`src/gptu_pkg.sv`:
```
package gptu_pkg;
    // Structure
    localparam int NUM_TIMERS = 5;
    localparam int TIMER_W    = 16;
    localparam int PRE_W      = 10;
    localparam int NUM_PINS   = 11;
    localparam int STAT_W     = 7;

    // Timer slots: module a is slots 0..2, module b is slots 3..4
    localparam int T_AUX_LOW  = 0;
    localparam int T_CORE_A   = 1;
    localparam int T_AUX_HIGH = 2;
    localparam int T_AUX_B    = 3;
    localparam int T_CORE_B   = 4;

    // Prescaler: shift for code 000b (divide by 8 in module a, by 4 in module b)
    localparam logic [3:0] A_PRE_BASE = 4'h3;
    localparam logic [3:0] B_PRE_BASE = 4'h2;

    // Register byte offsets; control and count registers step by one word
    localparam logic [7:0] OFF_CTRL_BASE = 8'h00;
    localparam logic [7:0] OFF_CNT_BASE  = 8'h14;
    localparam logic [7:0] OFF_CAPTURE   = 8'h28;
    localparam logic [7:0] OFF_STATUS    = 8'h2C;
    localparam logic [7:0] OFF_MASK      = 8'h30;
    localparam logic [7:0] OFF_CAPCFG    = 8'h34;
    localparam logic [7:0] OFF_STEP      = 8'h04;

    // Timer control fields
    localparam int CTRL_W   = 16;
    localparam int F_PS     = 0;
    localparam int F_MODE   = 3;
    localparam int F_RUN    = 5;
    localparam int F_DOWN   = 6;
    localparam int F_EUD    = 7;
    localparam int F_GPOL   = 8;
    localparam int F_EDGE   = 9;
    localparam int F_OTLCLK = 11;
    localparam int F_AUXFN  = 12;
    localparam int F_OUTEN  = 14;
    localparam int F_RELOAD = 15;

    // Capture configuration fields
    localparam int CAPCFG_W   = 6;
    localparam int F_CAP_PIN  = 0;
    localparam int F_CAP_AIN  = 1;
    localparam int F_CAP_ADIR = 2;
    localparam int F_CAP_EDGE = 3;
    localparam int F_CAP_CLR  = 5;

    // Status bits 0..4 are over/underflow of each slot
    localparam int S_CAP    = 5;
    localparam int S_AUXCAP = 6;

    // Values after reset
    localparam logic [CTRL_W-1:0]   CTRL_RST   = 16'h0000;
    localparam logic [TIMER_W-1:0]  CNT_RST    = 16'h0000;
    localparam logic [STAT_W-1:0]   STAT_RST   = 7'h00;
    localparam logic [CAPCFG_W-1:0] CAPCFG_RST = 6'h00;

    // Auxiliary timer functions
    localparam logic [1:0] AUXFN_RELOAD  = 2'h1;
    localparam logic [1:0] AUXFN_CAPTURE = 2'h2;

    typedef enum logic [1:0] {
        MODE_TIMER   = 2'b00,
        MODE_GATED   = 2'b01,
        MODE_COUNTER = 2'b10,
        MODE_INCR    = 2'b11
    } gptu_mode_t;
endpackage

```
`src/gptu_top.sv`:
```
// The register offsets and the APB interface to the registers are this design's own decisions.
`timescale 1ns/1ns
// Notes on behaviour
// - Five 16-bit timers; three in module a, two in module b.
// - Timers run alone or chain within their own module only.
// - Module a timers select timer, gated, counter or incremental mode each.
// - Timer mode in module a divides the clock by 8 up to 1024.
// - Counter mode advances on selected edges of the timer's input pin.
// - Gated mode counts prescaled ticks only while the gate pin is active.
// - Each module a timer has one input pin serving as gate or clock.
// - Incremental mode decodes quadrature input and direction pins into position.
// - Core timer a toggles its latch on every overflow and underflow.
// - Core a latch drives a pin and can clock both aux timers.
// - Aux timers of module a can act as reload or capture for core.
// - Module b timers use pin events or prescaled clock by 4 up to 512.
// - Direction comes from software, optionally inverted by the direction pin level.
// - Core b toggles its latch on wrap; latch clocks aux b or drives pin.
// - Core b wrap is output as a pulse and can reload from capture register.
// - Capture pin edge latches aux b into capture register, optionally clearing it.
// - Capture can also trigger from core a input or direction pin edges.
module gptu_top #(
    parameter int TIMER_W = gptu_pkg::TIMER_W
) (
    input  wire logic        pclk,
    input  wire logic        presetn,
    input  wire logic        psel,
    input  wire logic        penable,
    input  wire logic        pwrite,
    input  wire logic [7:0]  paddr,
    input  wire logic [31:0] pwdata,
    output logic      [31:0] prdata,
    output logic             pready,
    output logic             pslverr,
    input  wire logic [4:0]  timer_gate_clock_pin,
    input  wire logic [4:0]  timer_direction_pin,
    input  wire logic        capture_trigger_pin,
    output logic             timer_toggle_pin,
    output logic             core_b_toggle_pin,
    output logic             core_b_wrap_pulse,
    output logic             irq
);
    localparam int N  = gptu_pkg::NUM_TIMERS;
    localparam int SW = gptu_pkg::STAT_W;

    logic [gptu_pkg::CTRL_W-1:0]   ctrl_ff [N];
    logic [TIMER_W-1:0]            cnt_ff  [N];
    logic [TIMER_W-1:0]            nxt_cnt [N];
    logic [TIMER_W-1:0]            capture_reload_reg_ff;
    logic [gptu_pkg::CAPCFG_W-1:0] capcfg_ff;
    logic [SW-1:0]                 stat_ff;
    logic [SW-1:0]                 mask_ff;
    logic [SW-1:0]                 stat_set;
    logic [SW-1:0]                 stat_clr;
    logic [gptu_pkg::PRE_W-1:0]    pre_ff;
    logic [gptu_pkg::NUM_PINS-1:0] sync1_ff;
    logic [gptu_pkg::NUM_PINS-1:0] sync2_ff;
    logic [gptu_pkg::NUM_PINS-1:0] prev_ff;
    logic [1:0]                    otl_ff;
    logic [1:0]                    otl_prev_ff;
    logic [N-1:0]                  ev;
    logic [N-1:0]                  up;
    logic [N-1:0]                  wrap;
    logic [N-1:0]                  aux_cap;
    logic                          cap_ev;
    logic                          reload_a;
    logic [TIMER_W-1:0]            reload_a_val;
    logic [31:0]                   prdata_ff;
    logic                          pready_ff;
    logic                          pslverr_ff;
    logic                          irq_ff;
    logic                          tpin_a_ff;
    logic                          tpin_b_ff;
    logic                          wrap_b_ff;
    logic [31:0]                   rd_data;
    logic                          rd_err;
    logic                          setup;
    logic                          done;
    logic                          wr;

    // Edge detection against the selected polarity (bit 0 rising, bit 1 falling)
    function automatic logic edge_hit(input logic cur, input logic prv, input logic [1:0] sel);
        edge_hit = (sel[0] & cur & ~prv) | (sel[1] & ~cur & prv);
    endfunction

    // Prescaler tick when the low n bits of the free counter are all ones
    function automatic logic presc_tick(input logic [9:0] pre, input logic [3:0] n);
        logic [9:0] m;
        m = ~(10'h3FF << n);
        presc_tick = (pre & m) == m;
    endfunction

    // Exact byte address match
    function automatic logic hit(input logic [7:0] addr, input logic [7:0] off);
        hit = addr == off;
    endfunction

    assign setup = psel & ~penable;
    assign done  = psel & penable & pready_ff;
    assign wr    = done & pwrite;

    // Pin synchroniser plus one stage for edge history
    always_ff @(posedge pclk or negedge presetn) begin
        if (!presetn) begin
            sync1_ff <= 11'h000;
            sync2_ff <= 11'h000;
            prev_ff  <= 11'h000;
        end else begin
            sync1_ff <= {capture_trigger_pin, timer_direction_pin, timer_gate_clock_pin};
            sync2_ff <= sync1_ff;
            prev_ff  <= sync2_ff;
        end
    end

    // Free-running prescaler shared by both modules
    always_ff @(posedge pclk or negedge presetn) begin
        if (!presetn) begin
            pre_ff <= 10'h000;
        end else begin
            pre_ff <= pre_ff + 10'h001;
        end
    end

    // Count event, direction and wrap for every slot
    always_comb begin
        logic [3:0] base;
        logic       in_c;
        logic       in_p;
        logic       dr_c;
        logic       dr_p;
        logic       tick;
        logic       otl_e;
        logic [1:0] esel;
        logic [gptu_pkg::CTRL_W-1:0] c;
        base  = 4'h0;
        in_c  = 1'b0;
        in_p  = 1'b0;
        dr_c  = 1'b0;
        dr_p  = 1'b0;
        tick  = 1'b0;
        otl_e = 1'b0;
        esel  = 2'b00;
        c     = '0;
        ev      = '0;
        up      = '0;
        wrap    = '0;
        aux_cap = '0;
        for (int i = 0; i < N; i++) begin
            c    = ctrl_ff[i];
            in_c = sync2_ff[i];
            in_p = prev_ff[i];
            dr_c = sync2_ff[5+i];
            dr_p = prev_ff[5+i];
            esel = c[gptu_pkg::F_EDGE +: 2];
            base = (i < 3) ? gptu_pkg::A_PRE_BASE : gptu_pkg::B_PRE_BASE;
            tick = presc_tick(pre_ff, {1'b0, c[gptu_pkg::F_PS +: 3]} + base);
            // Aux timers may be clocked by their own module's core latch only
            otl_e = (i < 3) ? edge_hit(otl_ff[0], otl_prev_ff[0], esel)
                            : edge_hit(otl_ff[1], otl_prev_ff[1], esel);
            up[i] = ~(c[gptu_pkg::F_DOWN] ^ (c[gptu_pkg::F_EUD] & dr_c));
            case (gptu_pkg::gptu_mode_t'(c[gptu_pkg::F_MODE +: 2]))
                gptu_pkg::MODE_TIMER: begin
                    ev[i] = tick;
                end
                gptu_pkg::MODE_GATED: begin
                    ev[i] = tick & (in_c == c[gptu_pkg::F_GPOL]);
                end
                gptu_pkg::MODE_COUNTER: begin
                    if (c[gptu_pkg::F_OTLCLK] && i != gptu_pkg::T_CORE_A
                        && i != gptu_pkg::T_CORE_B) begin
                        ev[i] = otl_e;
                    end else begin
                        ev[i] = edge_hit(in_c, in_p, esel);
                    end
                end
                gptu_pkg::MODE_INCR: begin
                    ev[i] = (in_c ^ in_p) | (dr_c ^ dr_p);
                    up[i] = in_c ^ dr_p ^ c[gptu_pkg::F_DOWN];
                end
                default: begin
                    ev[i] = 1'b0;
                end
            endcase
            // Module a aux timers serving the core do not count
            if ((i == gptu_pkg::T_AUX_LOW || i == gptu_pkg::T_AUX_HIGH)
                && c[gptu_pkg::F_AUXFN +: 2] != 2'b00) begin
                ev[i]      = 1'b0;
                aux_cap[i] = (c[gptu_pkg::F_AUXFN +: 2] == gptu_pkg::AUXFN_CAPTURE)
                             & edge_hit(in_c, in_p, esel);
            end
            ev[i]   = ev[i] & c[gptu_pkg::F_RUN];
            wrap[i] = ev[i] & (up[i] ? (&cnt_ff[i]) : (cnt_ff[i] == '0));
        end
    end

    // Reload of core a from an aux timer on core wrap, low aux first
    always_comb begin
        reload_a     = 1'b0;
        reload_a_val = cnt_ff[gptu_pkg::T_AUX_LOW];
        if (ctrl_ff[gptu_pkg::T_AUX_LOW][gptu_pkg::F_AUXFN +: 2] == gptu_pkg::AUXFN_RELOAD) begin
            reload_a = wrap[gptu_pkg::T_CORE_A];
        end else if (ctrl_ff[gptu_pkg::T_AUX_HIGH][gptu_pkg::F_AUXFN +: 2]
                     == gptu_pkg::AUXFN_RELOAD) begin
            reload_a     = wrap[gptu_pkg::T_CORE_A];
            reload_a_val = cnt_ff[gptu_pkg::T_AUX_HIGH];
        end
    end

    // Capture trigger into the capture register
    assign cap_ev = (capcfg_ff[gptu_pkg::F_CAP_PIN]
                     & edge_hit(sync2_ff[10], prev_ff[10], capcfg_ff[gptu_pkg::F_CAP_EDGE +: 2]))
                  | (capcfg_ff[gptu_pkg::F_CAP_AIN]
                     & edge_hit(sync2_ff[1], prev_ff[1], capcfg_ff[gptu_pkg::F_CAP_EDGE +: 2]))
                  | (capcfg_ff[gptu_pkg::F_CAP_ADIR]
                     & edge_hit(sync2_ff[6], prev_ff[6], capcfg_ff[gptu_pkg::F_CAP_EDGE +: 2]));

    // Next count: bus write, then load/clear, then counting
    always_comb begin
        for (int i = 0; i < N; i++) begin
            nxt_cnt[i] = cnt_ff[i];
            if (ev[i]) begin
                nxt_cnt[i] = up[i] ? cnt_ff[i] + 1'b1 : cnt_ff[i] - 1'b1;
            end
            if (aux_cap[i]) begin
                nxt_cnt[i] = cnt_ff[gptu_pkg::T_CORE_A];
            end
            if (i == gptu_pkg::T_CORE_A && reload_a) begin
                nxt_cnt[i] = reload_a_val;
            end
            if (i == gptu_pkg::T_AUX_B && cap_ev && capcfg_ff[gptu_pkg::F_CAP_CLR]) begin
                nxt_cnt[i] = '0;
            end
            if (i == gptu_pkg::T_CORE_B && wrap[i] && ctrl_ff[i][gptu_pkg::F_RELOAD]) begin
                nxt_cnt[i] = capture_reload_reg_ff;
            end
            if (wr && hit(paddr, gptu_pkg::OFF_CNT_BASE + 8'(i) * gptu_pkg::OFF_STEP)) begin
                nxt_cnt[i] = pwdata[TIMER_W-1:0];
            end
        end
    end

    // Timer counts and control registers
    always_ff @(posedge pclk or negedge presetn) begin
        if (!presetn) begin
            for (int i = 0; i < N; i++) begin
                cnt_ff[i]  <= gptu_pkg::CNT_RST;
                ctrl_ff[i] <= gptu_pkg::CTRL_RST;
            end
        end else begin
            for (int i = 0; i < N; i++) begin
                cnt_ff[i] <= nxt_cnt[i];
                if (wr && hit(paddr, gptu_pkg::OFF_CTRL_BASE + 8'(i) * gptu_pkg::OFF_STEP)) begin
                    ctrl_ff[i] <= pwdata[gptu_pkg::CTRL_W-1:0];
                end
            end
        end
    end

    // Capture register and its configuration; capture wins over a write
    always_ff @(posedge pclk or negedge presetn) begin
        if (!presetn) begin
            capture_reload_reg_ff <= gptu_pkg::CNT_RST;
            capcfg_ff             <= gptu_pkg::CAPCFG_RST;
        end else begin
            if (cap_ev) begin
                capture_reload_reg_ff <= cnt_ff[gptu_pkg::T_AUX_B];
            end else if (wr && hit(paddr, gptu_pkg::OFF_CAPTURE)) begin
                capture_reload_reg_ff <= pwdata[TIMER_W-1:0];
            end
            if (wr && hit(paddr, gptu_pkg::OFF_CAPCFG)) begin
                capcfg_ff <= pwdata[gptu_pkg::CAPCFG_W-1:0];
            end
        end
    end

    // Toggle latches and pin drivers
    always_ff @(posedge pclk or negedge presetn) begin
        if (!presetn) begin
            otl_ff      <= 2'b00;
            otl_prev_ff <= 2'b00;
            tpin_a_ff   <= 1'b0;
            tpin_b_ff   <= 1'b0;
            wrap_b_ff   <= 1'b0;
        end else begin
            otl_ff[0]   <= otl_ff[0] ^ wrap[gptu_pkg::T_CORE_A];
            otl_ff[1]   <= otl_ff[1] ^ wrap[gptu_pkg::T_CORE_B];
            otl_prev_ff <= otl_ff;
            tpin_a_ff   <= otl_ff[0] & ctrl_ff[gptu_pkg::T_CORE_A][gptu_pkg::F_OUTEN];
            tpin_b_ff   <= otl_ff[1] & ctrl_ff[gptu_pkg::T_CORE_B][gptu_pkg::F_OUTEN];
            wrap_b_ff   <= wrap[gptu_pkg::T_CORE_B];
        end
    end

    // Sticky status, cleared by reading only the bits the read returned
    assign stat_set = {|aux_cap, cap_ev, wrap};
    assign stat_clr = (done && !pwrite && hit(paddr, gptu_pkg::OFF_STATUS))
                      ? prdata_ff[SW-1:0] : '0;

    always_ff @(posedge pclk or negedge presetn) begin
        if (!presetn) begin
            stat_ff <= gptu_pkg::STAT_RST;
            mask_ff <= gptu_pkg::STAT_RST;
            irq_ff  <= 1'b0;
        end else begin
            stat_ff <= (stat_ff & ~stat_clr) | stat_set;
            if (wr && hit(paddr, gptu_pkg::OFF_MASK)) begin
                mask_ff <= pwdata[SW-1:0];
            end
            irq_ff <= |(stat_ff & mask_ff);
        end
    end

    // Read mux; unmapped addresses answer with an error
    always_comb begin
        rd_data = 32'h0000_0000;
        rd_err  = 1'b1;
        for (int i = 0; i < N; i++) begin
            if (hit(paddr, gptu_pkg::OFF_CTRL_BASE + 8'(i) * gptu_pkg::OFF_STEP)) begin
                rd_data = {16'h0000, ctrl_ff[i]};
                rd_err  = 1'b0;
            end
            if (hit(paddr, gptu_pkg::OFF_CNT_BASE + 8'(i) * gptu_pkg::OFF_STEP)) begin
                rd_data = 32'(cnt_ff[i]);
                rd_err  = 1'b0;
            end
        end
        if (hit(paddr, gptu_pkg::OFF_CAPTURE)) begin
            rd_data = 32'(capture_reload_reg_ff);
            rd_err  = 1'b0;
        end
        if (hit(paddr, gptu_pkg::OFF_STATUS)) begin
            rd_data = {25'h0000000, stat_ff};
            rd_err  = 1'b0;
        end
        if (hit(paddr, gptu_pkg::OFF_MASK)) begin
            rd_data = {25'h0000000, mask_ff};
            rd_err  = 1'b0;
        end
        if (hit(paddr, gptu_pkg::OFF_CAPCFG)) begin
            rd_data = {26'h0000000, capcfg_ff};
            rd_err  = 1'b0;
        end
    end

    // APB answer: no wait state, data and error taken at setup
    always_ff @(posedge pclk or negedge presetn) begin
        if (!presetn) begin
            prdata_ff  <= 32'h0000_0000;
            pready_ff  <= 1'b0;
            pslverr_ff <= 1'b0;
        end else begin
            pready_ff <= setup;
            if (setup) begin
                prdata_ff  <= pwrite ? 32'h0000_0000 : rd_data;
                pslverr_ff <= rd_err;
            end else if (done) begin
                pslverr_ff <= 1'b0;
            end
        end
    end

    assign prdata            = prdata_ff;
    assign pready            = pready_ff;
    assign pslverr           = pslverr_ff;
    assign irq               = irq_ff;
    assign timer_toggle_pin  = tpin_a_ff;
    assign core_b_toggle_pin = tpin_b_ff;
    assign core_b_wrap_pulse = wrap_b_ff;

    a_wrap_up_zero: assert property (@(posedge pclk) disable iff (!presetn)
        wrap[4] && up[4] && !ctrl_ff[4][gptu_pkg::F_RELOAD] && !wr
        |=> cnt_ff[4] == '0 && stat_ff[4])
        else $error("core b up wrap did not reach zero");
    a_toggle_flip: assert property (@(posedge pclk) disable iff (!presetn)
        wrap[1] |=> otl_ff[0] != $past(otl_ff[0]) ##1 otl_prev_ff[0] == $past(otl_ff[0]))
        else $error("core a latch did not toggle on wrap");
    a_capture_value: assert property (@(posedge pclk) disable iff (!presetn)
        cap_ev |=> capture_reload_reg_ff == $past(cnt_ff[3]))
        else $error("capture register missed aux b value");
    a_clear_after: assert property (@(posedge pclk) disable iff (!presetn)
        cap_ev && capcfg_ff[gptu_pkg::F_CAP_CLR] && !wr |=> cnt_ff[3] == '0)
        else $error("aux b not cleared after capture");
    a_reload_core_b: assert property (@(posedge pclk) disable iff (!presetn)
        wrap[4] && ctrl_ff[4][gptu_pkg::F_RELOAD] && !wr
        |=> cnt_ff[4] == $past(capture_reload_reg_ff) && core_b_wrap_pulse)
        else $error("core b reload or wrap pulse wrong");
    a_presc_rate: assert property (@(posedge pclk) disable iff (!presetn)
        ev[1] && ctrl_ff[1][gptu_pkg::F_MODE +: 2] == 2'b00 && ctrl_ff[1][2:0] == 3'h0
        |-> pre_ff[2:0] == 3'h7 ##1 !ev[1] [*7])
        else $error("module a divide by 8 violated");
    a_gate_hold: assert property (@(posedge pclk) disable iff (!presetn)
        ctrl_ff[0][gptu_pkg::F_MODE +: 2] == 2'b01
        && sync2_ff[0] != ctrl_ff[0][gptu_pkg::F_GPOL] |-> !ev[0])
        else $error("gated timer counted with gate inactive");
    a_irq_level: assert property (@(posedge pclk) disable iff (!presetn)
        (stat_ff & mask_ff) != '0 |=> irq)
        else $error("interrupt not raised for unmasked status");
    a_sync_delay: assert property (@(posedge pclk) disable iff (!presetn)
        $rose(capture_trigger_pin) ##1 capture_trigger_pin |=> sync2_ff[10])
        else $error("capture pin not seen after two stages");
    a_pready_once: assert property (@(posedge pclk) disable iff (!presetn)
        setup |=> pready ##1 !pready)
        else $error("apb ready timing wrong");
endmodule

```
`config.mk`:
```
export PLATFORM = sky130hd
export DESIGN_NAME = gptu_top
export DESIGN_NICKNAME = d
export VERILOG_FILES = /design/src/gptu_pkg.sv /design/src/gptu_top.sv
export SDC_FILE = /design/constraint.sdc
export NUM_CORES = 1
export LEC_CHECK = 0
export BUFFER_PORTS_ARGS = -buffer_cell sky130_fd_sc_hd__buf_2
export CORE_ASPECT_RATIO = 1.2
export CORE_MARGIN = 2
export CORE_UTILIZATION = 50
export DETAILED_ROUTE_END_ITERATION = 10
export HOLD_SLACK_MARGIN = 0.12
export PLACE_DENSITY = 0.76
export SKIP_CTS_REPAIR_TIMING = 1
export SYNTH_ARGS = -nofsm -noshare
export SYNTH_HDL_FRONTEND = slang
export SYNTH_SLANG_ARGS = --single-unit
```
`constraint.sdc`:
```
create_clock -name pclk -period 10.15 [get_ports pclk]
set_input_delay 1.015 -clock pclk [delete_from_list [all_inputs] [get_ports pclk]]
set_output_delay 1.015 -clock pclk [all_outputs]
set_load 0.01 [all_outputs]
```
==> impl_metrics.ini <==
[cells_and_area]
finalNetCount = 2127
multi_input_area_mm2 = 0.0107
num-fill-cells = 3249
seq_area_mm2 = 0.00663
layout-drive-gt1-share_pct = 11.8
syn_to_final_growth_pct = 8.28

[clock_tree]
numCtsBuffers = 29
cts_tree = done
clk_path_buf_depth = 3
cts_root_buf = clkbuf_16
clock-sinks = 265
path_clk_slew_ns = 0.06
clock_latency_ns = 0.58
cts_htree_levels = 1

[floorplan]
fp.dieW_um = 178
core_area_mm2 = 0.0358
num_rows = 76
die_y_um = 212
die_area_mm2 = 0.0377
pin_count = 94
initial_core_util_pct = 50.6

[min_path]
worstHoldStart = sync1_ff[4]
holdPathStages = 0
min_to = sync2_ff[4]
worstHoldPathType = flop to flop

[critical_path]
reg2reg_from = sync2_ff[0]
arrival_ns = 4.77
critical-path-top-delay-family = compound AO/OA/AOI/OAI gates
r2r_slack_ns = 5.82
critical-path-max-stage-delay_ns = 0.63
critPathMaxFanout = 14
required_ns = 10.58
endpoint_kind = flop
critPathKind = flop to flop
worstPathCellList = xor2_1, mux2i_1, xnor2_1, inv_1, ha_1, a21o_1, a2111oi_0, a21boi_1, o31ai_1, nor4bb_1, a211oi_1, mux2i_1, o211ai_1
worst_setup_path_start_kind = flop
r2r_end = cnt_ff[79]
critPathBufInv = 1
reg2regPathDepth = 13
cp_slowest_cell = xnor2_1
crit_path_frequent_cell = mux2i_1

[yosys]
synth_enable_flop_cells = 0
synth_cells = 1975
ys_types = 99
dominantRegCellSynth = dfrtp_1
synthesis.area_mm2 = 0.0181
ys_async_sr_fraction_pct = 100
yosysSeqAreaShare_pct = 36.6
synth-seq-cells = 265
avgSynthCellArea_um2 = 9.16
yosysWarnings = 0

[power_and_ir_drop]
p_leak_nw = 8.76
power.density_mw_per_mm2 = 123
irDropWorstVdd_uv = 147

[run]
drv_cap = 0

[drt]
wl_per_cell_um = 25.5
wl_met2_um = 28400
routed_wl_um = 63100
via_count = 16726
top_layer = met4
drc = 0
vias_per_cell = 6.76
wirelength_met1_um = 23300
wl_met3_um = 6630
antenna_left = 0
first_pass_iters = 6
drt_iter0_markers = 1960

[timing]
rsz0062_at_grt = false
setup-tns-final_ns = 0
post-route-min-period_ns = 4.33
hold_viol = 0
fin_hold_ws_ns = 0.348
tightest_slew_ns = 1.28
slew_headroom_pct = 14.5
setup_viol = 0
final-max-slew-violation-count = 0
max_freq_mhz = 231
fin_crit_sh_pct = 42.7
skew_ns = 0.0206

[global_route]
grt_pass1_vias = 16271
grt_antenna_before_repair = 3
grtUsageTotal_pct = 33.6
grt_max_degree = 115
grt_pass1_wl_um = 96100
grt_overflow = 0

[place]
numPortBuffers = 61
hpwl_um = 44600
gp_congestion = 0.986

[outcome]
status = completed
==> final cells by class <==
cell class	instances	area share, %
Timing Repair Buffer	72	2.03
Sequential cell	265	33.8
Clock buffer	38	4.13
Tap cell	468	2.99
Multi-Input combinational cell	1558	54.8
Clock inverter	15	1.14
Antenna cell	6	0.0766
Inverter	54	1.03
==> metal layers <==
layer | global-route usage (%) | up-vias
met5 | 0 | -
met4 | 21.8 | 0
met3 | 5.17 | 298
met2 | 53.1 | 1034
met1 | 42.8 | 8076
li1 | - | 7318
==> sequential cells by signal, summed over array words and instances (netlist names), 6 cells and up <==
register               cells
mask_ff                    7
cnt_ff                    80
sync1_ff                  11
capcfg_ff                  6
stat_ff                    7
prev_ff                   11
prdata                    16
capture_reload_reg_ff     16
sync2_ff                  11
ctrl_ff                   80
pre_ff                    10
==> cell usage after synthesis (13+ instances only) <==
cell type | count | area share (%)
a211oi_1 | 29 | 1.2
a21o_1 | 16 | 0.66
a21oi_1 | 129 | 3.6
a221oi_1 | 21 | 1.0
a22o_1 | 15 | 0.73
a22oi_1 | 31 | 1.3
a31oi_1 | 19 | 0.66
and3_1 | 15 | 0.52
buf_2 | 36 | 1.0
buf_4 | 26 | 1.1
clkbuf_1 | 45 | 0.93
dfrtp_1 | 265 | 37
ha_1 | 86 | 5.9
inv_1 | 53 | 1.1
mux2_1 | 25 | 1.6
mux2_2 | 72 | 4.5
mux2i_1 | 51 | 2.8
nand2_1 | 204 | 4.2
nand2b_1 | 16 | 0.55
nand3_1 | 32 | 0.88
nand3b_1 | 15 | 0.62
nand4_1 | 27 | 0.93
nor2_1 | 158 | 3.3
nor2b_1 | 24 | 0.83
nor3_1 | 31 | 0.86
nor4_1 | 28 | 0.97
o211ai_1 | 26 | 1.1
o21a_1 | 13 | 0.54
o21ai_0 | 124 | 3.4
o21ai_1 | 24 | 0.66
o221ai_1 | 15 | 0.73
o31ai_1 | 23 | 0.95
or3_1 | 16 | 0.55
xnor2_1 | 45 | 2.2
xor2_1 | 43 | 2.1
==> cell usage in the layout (no fill, tap or decap), types with 31 or more instances in the layout <==
| cell type | n |
|---|---|
| a21oi_1 | 129 |
| o21ai_0 | 124 |
| xor2_1 | 43 |
| mux2i_1 | 51 |
| xnor2_1 | 45 |
| a22oi_1 | 31 |
| nand2_1 | 204 |
| mux2_2 | 72 |
| nand3_1 | 32 |
| buf_2 | 60 |
| nor3_1 | 31 |
| inv_1 | 53 |
| nor2_1 | 157 |
| ha_1 | 86 |
| dfrtp_1 | 265 |
==> power by group <==
group	switching, mW	internal, mW	total [mW]
logic	0.114	0.0508	0.165
registers	0.0250	1.07	1.10
clock network	0.460	0.690	1.15
==> how the worst max path moves through the flow <==
stage / from / end / slack [ns] / cells past startpoint
2_1_floorplan: sync2_ff[3] / cnt_ff[31] / 6.55 / 13
3_3_place_gp: paddr[4] / cnt_ff[56] / 5.61 / 7
3_5_place_dp: paddr[4] / cnt_ff[56] / 5.57 / 7
4_1_cts: ctrl_ff[67] / cnt_ff[79] / 5.88 / 13
5_1_grt: ctrl_ff[67] / cnt_ff[79] / 5.52 / 13
6_report: sync2_ff[0] / cnt_ff[79] / 5.82 / 13
==> cells by family (layout without fill, tap and decap cells) <==
group | count (synthesis) | in the layout | share of synthesized area, %
and+or+nand+nor | 620 | 620 | 17.0
buffers and inverters | 167 | 179 | 4.38
other | 1 | 22 | 0.0207
adders and majority gates | 91 | 91 | 6.50
muxes | 150 | 150 | 9.06
AOI/OAI and AO/OA | 590 | 590 | 21.8
DFF | 265 | 265 | 36.6
xor gates and xnor gates | 91 | 91 | 4.57
==> metrics by stage <==
stage | cells | util (%) | cell area (um^2) | worst slack [ns] | total power [mW]
3_3_place_gp | 2417 | 51.9 | 18500 | 5.61 | 1.27
2_1_floorplan | 1990 | - | 18200 | 6.55 | 1.20
5_1_grt | 2471 | 54.8 | 19600 | 5.52 | 2.47
6_report | 2476 | 54.8 | 19600 | 5.82 | 2.41
4_1_cts | 2470 | 54.8 | 19600 | 5.88 | 2.41
3_5_place_dp | 2417 | 51.9 | 18500 | 5.57 | 1.27
Power figures use the tool's default switching activity.
